`config.mk`:
```
export PLATFORM = sky130hd
export DESIGN_NAME = motor_register_command_interface
export DESIGN_NICKNAME = d
export VERILOG_FILES = /design/src/hw/motor_reg_pkg.sv /design/src/hw/motor_register_command_interface.sv /design/src/hw/config_flash.sv
export SDC_FILE = /design/constraint.sdc
export NUM_CORES = 2
export LEC_CHECK = 0
export BUFFER_PORTS_ARGS = -buffer_cell sky130_fd_sc_hd__buf_2
export CORE_UTILIZATION = 50
export CTS_CLUSTER_SIZE = 24
export DETAILED_ROUTE_END_ITERATION = 7
export GPL_TIMING_DRIVEN = 0
export PLACE_DENSITY = 0.72
export SYNTH_ARGS = -nofsm -noshare
export SYNTH_HDL_FRONTEND = slang
export SYNTH_SLANG_ARGS = --single-unit
```
`constraint.sdc`:
```
create_clock -name clk -period 4.3 [get_ports clk]
set_input_delay 1.29 -clock clk [delete_from_list [all_inputs] [get_ports clk]]
set_output_delay 1.29 -clock clk [all_outputs]
set_load 0.01 [all_outputs]
```
`src/hw/motor_reg_pkg.sv`:
```
// ****************************************
// Register map, modes and sequencing constants
// ****************************************
package motor_reg_pkg;

	// Register instance numbers, one 32-bit word each
	localparam logic [7:0] REG_MODE      = 8'h02;
	localparam logic [7:0] REG_REQ_POS   = 8'h03;
	localparam logic [7:0] REG_REQ_VEL   = 8'h05;
	localparam logic [7:0] REG_REQ_ACC   = 8'h06;
	localparam logic [7:0] REG_REQ_TRQ   = 8'h07;
	localparam logic [7:0] REG_ACT_POS   = 8'h0A;
	localparam logic [7:0] REG_ACT_VEL   = 8'h0C;
	localparam logic [7:0] REG_LOAD_MEAN = 8'h10;
	localparam logic [7:0] REG_FOLLOW    = 8'h14;
	localparam logic [7:0] REG_STATUS    = 8'h23;
	localparam logic [7:0] REG_COMMAND   = 8'hD3;

	// Explicit message class for motor registers
	localparam logic [7:0] MOTOR_CLASS = 8'h64;

	// Operating modes
	localparam logic [31:0] MODE_PASSIVE  = 32'h0000_0000;
	localparam logic [31:0] MODE_VELOCITY = 32'h0000_0001;
	localparam logic [31:0] MODE_POSITION = 32'h0000_0002;

	// Command register value that saves to flash
	localparam logic [31:0] CMD_SAVE_FLASH = 32'h0000_0002;

	// Slot numbers of working registers, also cyclic word and flash slot
	localparam int WORK_WORDS = 5;
	localparam logic [2:0] SLOT_MODE = 3'h0;
	localparam logic [2:0] SLOT_POS  = 3'h1;
	localparam logic [2:0] SLOT_VEL  = 3'h2;
	localparam logic [2:0] SLOT_ACC  = 3'h3;
	localparam logic [2:0] SLOT_TRQ  = 3'h4;
	localparam logic [2:0] LOAD_LAST = 3'h5;

	// Status word fields
	localparam int ST_CAUSE_LSB = 0;
	localparam int ST_IN_POS    = 4;
	localparam int ST_ACCEL     = 5;
	localparam int ST_DECEL     = 6;
	localparam int ST_ERROR     = 7;

	// Torque full scale (peak torque, 300 percent of rated)
	localparam logic [31:0] TORQUE_FULL_SCALE = 32'h0000_03FF;
	localparam int TORQUE_PEAK_PERCENT = 300;

	// Velocity unit: counts per sample per rpm, times 100
	localparam int VEL_COUNTS_PER_RPM_X100 = 277;

	// Sequencer states
	typedef enum logic [1:0] {LOAD, RUN, SAVE, RESTART} seq_t;

endpackage

```
`src/hw/motor_register_command_interface.sv`:
```
`timescale 1ns/100ps
`default_nettype none
// What this block does
// - Mode zero keeps motor passive, else active
// - Mode one runs velocity with acceleration ramp
// - Mode two positions to target, then holds
// - Velocity is counts per sample, 2.77 per rpm
// - Torque 1023 equals 300 percent peak
// - Error in RUN state stops motor, cause in status
// - Explicit access: class 0x64, 32-bit words
// - Command 2 to 211 saves, then resets
// - Power-up loads single stored configuration
// - Readbacks: position, velocity, load, follow error
// - Cyclic words map registers, mode first
// - Network settings not reachable by messages
// - Status always in cyclic read words
module motor_register_command_interface
	import motor_reg_pkg::*;
(
	input  wire logic             clk,
	input  wire logic             rst,
	// Explicit single-register messages
	input  wire logic             expValid,
	input  wire logic             expWrite,
	input  wire logic [7:0]       expClass,
	input  wire logic [7:0]       expInstance,
	input  wire logic [31:0]      expWdata,
	output logic                  expReady,
	output logic                  expRespValid,
	output logic      [31:0]      expRdata,
	output logic                  expRespError,
	// Cyclic assembly exchange
	input  wire logic             cycStrobe,
	input  wire logic [4:0][31:0] cycWrWords,
	output logic      [4:0][31:0] cycRdWords,
	// Motion loop feedback
	input  wire logic [31:0]      actualPosition,
	input  wire logic [31:0]      actualVelocity,
	input  wire logic [31:0]      meanMotorLoad,
	input  wire logic [31:0]      followError,
	input  wire logic             accelerating,
	input  wire logic             decelerating,
	input  wire logic             errorEvent,
	input  wire logic [3:0]       errorCause,
	// Motion loop commands
	output logic                  motorEnable,
	output logic                  velocityMode,
	output logic                  positionMode,
	output logic      [31:0]      velocityCmd,
	output logic      [31:0]      accelCmd,
	output logic      [31:0]      positionCmd,
	output logic      [9:0]       torqueLimit,
	output logic                  selfReset
);

	// ****************************************
	// State
	// ****************************************

	typedef struct packed {
		seq_t             seq;       // Sequencer
		logic [2:0]       idx;       // Load or save slot
		logic [4:0][31:0] work;      // Working registers
		logic [3:0]       cause;     // Last error cause
		logic             errFlag;   // Error latched
		logic [4:0][31:0] pend;      // Cyclic words waiting
		logic             pendValid; // Pending words present
		logic [4:0][31:0] cycRd;     // Cyclic read words
		logic             respValid; // Explicit answer pulse
		logic [31:0]      respData;  // Explicit read data
		logic             respErr;   // Explicit refusal
		logic             reboot;    // Self reset pulse
	} ctrl_t;

	ctrl_t ctrl_r;           // Registered state
	ctrl_t ctrl_nxt;         // Next state
	logic [31:0] flashRd;    // Store read data
	logic        flashWr;    // Store write strobe
	logic [31:0] statusWord; // Live status word
	logic        inPosition; // Target reached
	logic [31:0] readVal;    // Decoded read value
	logic        readOk;     // Instance is readable
	logic        writeOk;    // Instance is writable
	logic [2:0]  writeSlot;  // Slot of written register
	logic        modeLegal;  // Written mode supported

	// ****************************************
	// Configuration store
	// ****************************************

	// Store only written while saving
	assign flashWr = (ctrl_r.seq == SAVE);

	config_flash store (
		.clk    (clk),
		.wrEn   (flashWr),
		.addr   (ctrl_r.idx),
		.wrData (ctrl_r.work[ctrl_r.idx]),
		.rdData (flashRd)
	);

	// ****************************************
	// Status and decode
	// ****************************************

	// Status word from latched cause and live motion
	always_comb begin
		inPosition = (ctrl_r.work[SLOT_MODE] == MODE_POSITION)
			&& (actualPosition == ctrl_r.work[SLOT_POS]);
		statusWord = 32'h0000_0000;
		statusWord[ST_CAUSE_LSB +: 4] = ctrl_r.cause;
		statusWord[ST_IN_POS] = inPosition;
		statusWord[ST_ACCEL] = accelerating;
		statusWord[ST_DECEL] = decelerating;
		statusWord[ST_ERROR] = ctrl_r.errFlag;
	end

	// Instance decode; unlisted instances, network settings among them, refused
	always_comb begin
		readVal = 32'h0000_0000;
		readOk = 1'b1;
		writeOk = 1'b1;
		writeSlot = SLOT_MODE;
		unique case (expInstance)
			REG_MODE: begin
				readVal = ctrl_r.work[SLOT_MODE];
			end
			REG_REQ_POS: begin
				readVal = ctrl_r.work[SLOT_POS];
				writeSlot = SLOT_POS;
			end
			REG_REQ_VEL: begin
				readVal = ctrl_r.work[SLOT_VEL];
				writeSlot = SLOT_VEL;
			end
			REG_REQ_ACC: begin
				readVal = ctrl_r.work[SLOT_ACC];
				writeSlot = SLOT_ACC;
			end
			REG_REQ_TRQ: begin
				readVal = ctrl_r.work[SLOT_TRQ];
				writeSlot = SLOT_TRQ;
			end
			REG_ACT_POS: begin
				readVal = actualPosition;
				writeOk = 1'b0;
			end
			REG_ACT_VEL: begin
				readVal = actualVelocity;
				writeOk = 1'b0;
			end
			REG_LOAD_MEAN: begin
				readVal = meanMotorLoad;
				writeOk = 1'b0;
			end
			REG_FOLLOW: begin
				readVal = followError;
				writeOk = 1'b0;
			end
			REG_STATUS: begin
				readVal = statusWord;
				writeOk = 1'b0;
			end
			REG_COMMAND: begin
				readOk = 1'b0;
			end
			default: begin
				readOk = 1'b0;
				writeOk = 1'b0;
			end
		endcase
		modeLegal = (expWdata == MODE_PASSIVE) || (expWdata == MODE_VELOCITY)
			|| (expWdata == MODE_POSITION);
	end

	// ****************************************
	// Next state
	// ****************************************

	// Sequencer, cyclic exchange and explicit messages
	always_comb begin
		ctrl_nxt = ctrl_r;
		ctrl_nxt.respValid = 1'b0;
		ctrl_nxt.reboot = 1'b0;
		unique case (ctrl_r.seq)
			LOAD: begin
				// Address runs one ahead of the registered data
				if (ctrl_r.idx != 3'h0) begin
					ctrl_nxt.work[ctrl_r.idx - 3'h1] = flashRd;
				end
				if (ctrl_r.idx == LOAD_LAST) begin
					ctrl_nxt.seq = RUN;
					ctrl_nxt.idx = 3'h0;
				end else begin
					ctrl_nxt.idx = ctrl_r.idx + 3'h1;
				end
			end
			SAVE: begin
				// Every working register written once
				if (ctrl_r.idx == SLOT_TRQ) begin
					ctrl_nxt.seq = RESTART;
					ctrl_nxt.idx = 3'h0;
				end else begin
					ctrl_nxt.idx = ctrl_r.idx + 3'h1;
				end
			end
			RESTART: begin
				// Pulse reset out, drop errors, reload
				ctrl_nxt.reboot = 1'b1;
				ctrl_nxt.cause = 4'h0;
				ctrl_nxt.errFlag = 1'b0;
				ctrl_nxt.pendValid = 1'b0;
				ctrl_nxt.seq = LOAD;
			end
			RUN: begin
				// Cyclic words take effect at the following exchange
				if (cycStrobe) begin
					if (ctrl_r.pendValid) begin
						ctrl_nxt.work = ctrl_r.pend;
					end
					ctrl_nxt.pend = cycWrWords;
					ctrl_nxt.pendValid = 1'b1;
				end
				// Explicit writes act at once, over cyclic
				if (expValid) begin
					ctrl_nxt.respValid = 1'b1;
					ctrl_nxt.respData = 32'h0000_0000;
					ctrl_nxt.respErr = 1'b0;
					if (expClass != MOTOR_CLASS) begin
						ctrl_nxt.respErr = 1'b1;
					end else if (!expWrite) begin
						ctrl_nxt.respData = readVal;
						ctrl_nxt.respErr = !readOk;
					end else if (expInstance == REG_COMMAND) begin
						if (expWdata == CMD_SAVE_FLASH) begin
							ctrl_nxt.seq = SAVE;
							ctrl_nxt.idx = 3'h0;
						end
					end else if (!writeOk) begin
						ctrl_nxt.respErr = 1'b1;
					end else if ((writeSlot == SLOT_MODE) && !modeLegal) begin
						ctrl_nxt.respErr = 1'b1;
					end else begin
						ctrl_nxt.work[writeSlot] = expWdata;
						if ((writeSlot == SLOT_MODE) && (expWdata != MODE_PASSIVE)) begin
							ctrl_nxt.errFlag = 1'b0;
						end
					end
				end
				// Errors stop the motor; set wins over clear
				if (errorEvent) begin
					ctrl_nxt.work[SLOT_MODE] = MODE_PASSIVE;
					ctrl_nxt.cause = errorCause;
					ctrl_nxt.errFlag = 1'b1;
				end
			end
		endcase
		// Read words fixed: status in the last word
		if (cycStrobe) begin
			ctrl_nxt.cycRd[0] = ctrl_r.work[SLOT_MODE];
			ctrl_nxt.cycRd[1] = actualPosition;
			ctrl_nxt.cycRd[2] = actualVelocity;
			ctrl_nxt.cycRd[3] = followError;
			ctrl_nxt.cycRd[4] = statusWord;
		end
	end

	// Register stage, synchronous reset loads from store
	always_ff @(posedge clk) begin
		if (rst) begin
			ctrl_r <= '0;
		end else begin
			ctrl_r <= ctrl_nxt;
		end
	end

	// ****************************************
	// Outputs
	// ****************************************

	assign expReady = (ctrl_r.seq == RUN);
	assign expRespValid = ctrl_r.respValid;
	assign expRdata = ctrl_r.respData;
	assign expRespError = ctrl_r.respErr;
	assign cycRdWords = ctrl_r.cycRd;
	assign selfReset = ctrl_r.reboot;
	// Zero mode de-energizes the axle
	assign motorEnable = (ctrl_r.work[SLOT_MODE] != MODE_PASSIVE);
	assign velocityMode = (ctrl_r.work[SLOT_MODE] == MODE_VELOCITY);
	assign positionMode = (ctrl_r.work[SLOT_MODE] == MODE_POSITION);
	// Velocity passed on unscaled, counts per sample
	assign velocityCmd = ctrl_r.work[SLOT_VEL];
	assign accelCmd = ctrl_r.work[SLOT_ACC];
	assign positionCmd = ctrl_r.work[SLOT_POS];
	// Full scale clamps at peak torque
	assign torqueLimit = (ctrl_r.work[SLOT_TRQ] > TORQUE_FULL_SCALE) ? 10'h3FF
		: ctrl_r.work[SLOT_TRQ][9:0];
endmodule
`default_nettype wire

```
`src/hw/config_flash.sv`:
```
`timescale 1ns/100ps
`default_nettype none
// ****************************************
// Nonvolatile configuration store, registered read
// ****************************************
module config_flash (
	input  wire logic        clk,
	input  wire logic        wrEn,
	input  wire logic [2:0]  addr,
	input  wire logic [31:0] wrData,
	output logic      [31:0] rdData
);

	// Contents survive the block reset
	logic [31:0] cells [0:7];

	// Factory contents all zero: passive start
	initial begin
		for (int i = 0; i < 8; i++) begin
			cells[i] = 32'h0000_0000;
		end
	end

	// Write port and registered read port
	always_ff @(posedge clk) begin
		if (wrEn) begin
			cells[addr] <= wrData;
		end
		rdData <= cells[addr];
	end

endmodule
`default_nettype wire

```
# Word-level counts from Yosys, hierarchy flattened
# Memories as Yosys holds them, arrays and structs flattened. A register that Yosys moved wholly into a read port is not among the register bits.
# Index checks and enable logic that the tools add are counted.
# totals
ram_bits,256
mem_count,1
in_bits,348
regBits,502
word_cells,156
# classes
bitwise_logic,1
reduce_logical,29
n_lt_le_gt_ge,6
add_sub_neg,2
mux,54
n_eq_ne,39
# memory_table
name,depth,width,rd,rd_ports_with_merged_regs,write_ports,line_no,rtl
store.cells,8,32,1,1,1,config_flash.sv:15,logic [31:0] cells [0:7];
# op_table
operator,count
$mux 160,7
$mux 165,3
$bwmux 160,2
$pmux 160 s2,1
$pmux 32 s10,1
$demux 32 s3,2
$mux 32,5
$bmux 32 s3,1
$eq 32x1->1 const B,2
$eq 32x2->1 const B,2
$reduce_bool 32->1,2
$mux 37,1
$mux 34,1
$eq 32x32->1,1
$gt 32x10->1 const B,1
$logic_not 32->1,1
$eq 8x3->1 const B,3
$mux 1,18
$eq 8x2->1 const B,2
$eq 8x4->1 const B,2
$eq 8x5->1 const B,2
$lt 3x4->1 const B,3
$pmux 3 s4,1
$mux 10,1
other kinds (36),66

# Logic depth before layout (Yosys ltp)
# depth
ltp_word,15
depth_mapped,13
mapped_depth_nobuf,8

# By module
# Synthesis repeated with hierarchy kept, for this count alone.
# unflattened
hier_cells,4026
area_unflattened_um2,37936.4
# modules_own_cells
mod,n_inst,seq_area_each_um2,cells_each,area_each_um2
motor_register_command_interface,1,10049.6,3573,27436.3
config_flash,1,8328.0,453,10500.1

# Worst setup path after synthesis
# OpenSTA, ideal clock, no wires.
# synth_timing
path_type,reg2reg
startpoint,register ctrl_r[523] (netlist name)
endpoint,"memory store.cells[4][0], enable pin"
arrival_time_ns,3.309
t_required_ns,3.839
path_slack_ns,0.530
stages_incl_launch_ff,5
path_buffers,2
cell_sequence,dfxtp_1 clkbuf_1 clkbuf_1 nand2_1 nor3_1
# synth_rtl
item,line_no,rtl
"start, declared",motor_register_command_interface.sv:75,ctrl_t ctrl_r;
"start signal, assigned",motor_register_command_interface.sv:273,ctrl_r <= ctrl_nxt;
"end, declared",config_flash.sv:15,
# Straight into the memory's write port.

# Worst setup path after layout
# layout_timing
startpoint,register ctrl_r[382] (netlist name)
endpoint,output positionMode
# layout_between
elab_chain_len,1
# layout_rtl
item,line_no,rtl
$eq 32x2->1,motor_register_command_interface.sv:290,assign positionMode = (ctrl_r.work[SLOT_MODE] == MODE_POSITION);
"end, declared",motor_register_command_interface.sv:48,"output logic positionMode,"
# No other way between the ends.

==> qor.txt <==
Detailed-route vias per instance: 6.383
Power Density: 449.5 mW/mm2
Die area: 0.07711 mm2
Worst skew pair latency: 0.69 ns
Register area share after synthesis: 48.36%
Mean routed wirelength per cell: 33.76 um
Critical path required time: 3.01 ns
Filler cells: 6515
Most numerous cell in the Yosys netlist: nand2_1
Largest cells by area after synthesis: dfxtp_1 28%, edfxtp_1 20%, mux2i_1 6.8%
Number of library cell types mapped by synthesis: 68
Total Power: 0.02055 W
Pin count of the biggest net entering global routing: 28
Post-DP HPWL: 149.5 mm
First-pass GRT wire length: 260.6 mm
GR Util All Layers: 48.73%
Synth top area share: 28.13%
Post-layout min period: 4.402 ns
Synthesized area: 0.03800 mm2
Reg2reg path depth: 9
Vias: 36580
Worst EP arrival: 3.11 ns
EDFF count, synth: 256
Post-DRT Antenna Nets: 0
Final setup vio count: 5
Worst setup SP type: flip-flop
Fmax: 0.2272 GHz
Layout cells sized above 1: 26.82%
CTS Buf Count: 83
Placed cell areas: 0.04272 mm2
Initial core utilization: 50.79%
Slew headroom: 4.906%
Sink Count: 790
Fin. max-slew vios: 0
Synth Warn #: 0
Primary FF master, synth: dfxtp_1
Nets@finish: 5035
Hold Buf Count CTS: 0
Die height: 277.7 um
Register area: 0.01838 mm2
Cells on Worst Hold Path: 2
Post-synth top area cell: dfxtp_1
Total gr overflow: 0
GPL Wtd Cong: 1.051
Pre-Repair DR Iteration Count: 8
CTS tree: done
DR iter-0 viols: 4955
Clk_skew: 0.04595 ns
Area growth syn-to-layout: 20.30%
Buffers on Ports: 626
Synth Instances: 3930
WL final: 193.5 mm
Footprint of the multi-input gates: 0.01639 mm2
RSZ-0062 raised after global routing: false
Final period utilization: 102.4%
Design area: 0.04572 mm2
Top cells by count, synth: 595 x nand2_1, 534 x dfxtp_1, 417 x nor2_1, 288 x buf_4, 258 x mux2i_1
IR drop worst, VDD: 0.4587 mV
Total core area: 0.07482 mm2
PnR worst setup slack: -0.1022 ns
Max-Cap Viols: 0
Root buf cell: clkbuf_16
Clk buf depth: 3
Synth Register Bits: 790
IO Pins: 653
Status: finished with violations
H-tree Lvls: 3
Least-Margin Pin Slew: 1.415 ns
Leakage: 18.35 nW
Initial antenna violation count: 29
DRC: 7
Number of core rows: 100
Worst R2R Setup Slack: -0.03 ns
Vias in the first global route: 33970
FFs w/ async S/R, synth: 0%
Final Hold Viols: 0
Critical path fanouts, max: 6
Die Wd: 277.7 um
Hold Crit Class: flip-flop to flip-flop
Capturing element type of the critical path: output pin
WHS: 0.4545 ns
CP Class: flip-flop to output pin
Syn avg cell area: 9.670 um2
Clk slew on worst S/H paths: 0.06 ns
Failing checks: DRC, setup timing
==> cells by family (layout without fill, tap and decap cells) <==
logic type | count (synthesis) | after routing | synth area share, %
AND/OR/NAND/NOR | 1286 | 1286 | 14.26
flip-flops | 790 | 790 | 48.36
AO/OA/AOI/OAI | 778 | 778 | 13.78
buffers and inverters | 610 | 1403 | 8.955
multiplexers | 421 | 421 | 13.52
XOR/XNOR | 34 | 34 | 0.7836
adder cells (fa/ha/maj) | 10 | 10 | 0.3292
other | 1 | 40 | 0.009867
==> critical path, cell delays in order, from the launching register on <==
cell and delay (ns):
dfxtp_1 0.57, nor4_1 0.35, nand4_1 0.15, nor4_1 1.06
buf_2 0.31
==> placed cells by master (no fill, tap or decap), types with 126 or more instances in the layout <==
cell      netlist  layout
edfxtp_1      256     256
buf_2          26     652
buf_4         288     290
nor2_1        417     407
dfxtp_1       534     534
nand2_1       595     595
nand3_1       141     141
a311oi_1      126     126
a21oi_1       217     217
mux2i_1       258     258
clkbuf_1      236     254
==> stage by stage <==
stage               cells  util [%]  setup WS (ns)  TNS, ns
floorplan            3953         -         0.5304        0
global placement     5548     56.72         -2.057  -275.84
detailed placement   5561     57.10        -0.2738   -19.22
CTS                  5715     61.03        -0.1085   -3.561
global route         5726     61.09       0.001846        0
finish               5731     61.10        -0.1022  -0.1707
==> flip-flops by register name, summed over array words and instances, names as in the netlist, named ones only <==
name and flops:
accelCmd 32, ctrl_r 234, cycRdWords 136, expRdata 32
expRespError 1, expRespValid 1, positionCmd 32, selfReset 1
store.cells 256, store.rdData 32, velocityCmd 32
==> layer usage <==
metal / routed length (um) / up-vias / part of all wire [%] / GRT usage, %
li1: - / 15380 / - / -
met1: 70610 / 17740 / 37 / 60.20
met2: 80960 / 2779 / 42 / 70.51
met3: 24040 / 669 / 12 / 15.30
met4: 17750 / 14 / 9.2 / 38.16
met5: 96 / - / 0.050 / 0
==> power breakdown <==
part | total (W) | switching (W) | leakage [nW] | internal (W)
Sequential | 0.00902 | 0.000935 | 6.71 | 0.00809
Clock | 0.00774 | 0.00328 | 1.44 | 0.00446
Combinational | 0.00379 | 0.00243 | 10.2 | 0.00137
Total | 0.0206 | 0.00664 | 18.3 | 0.0139
==> final timing paths <==
path | from | to
max reg2reg | flip-flop | ctrl_r[255]
min | ctrl_r[204] | ctrl_r[204]
max | ctrl_r[382] | positionMode
min reg2reg | ctrl_r[204] | ctrl_r[204]
==> area by class of cell <==
type / instances / share of cell area [%]
clock inverter: 33 / 1.136
sequential: 790 / 40.20
antenna: 16 / 0.08758
multi-input combinational: 2553 / 35.85
inverter: 15 / 0.1232
clock buffer: 121 / 5.298
timing repair buffer: 639 / 7.329
buffer: 595 / 7.326
tap: 969 / 2.652
==> what timing repair did <==
item | 4_1_cts | 5_1_grt
cloned | 0 | 0
gates resized for setup | 0 | 10
setup endpoints to repair | 68 | 168
buffers inserted | 0 | 0
(Power assumes the default switching activity.)
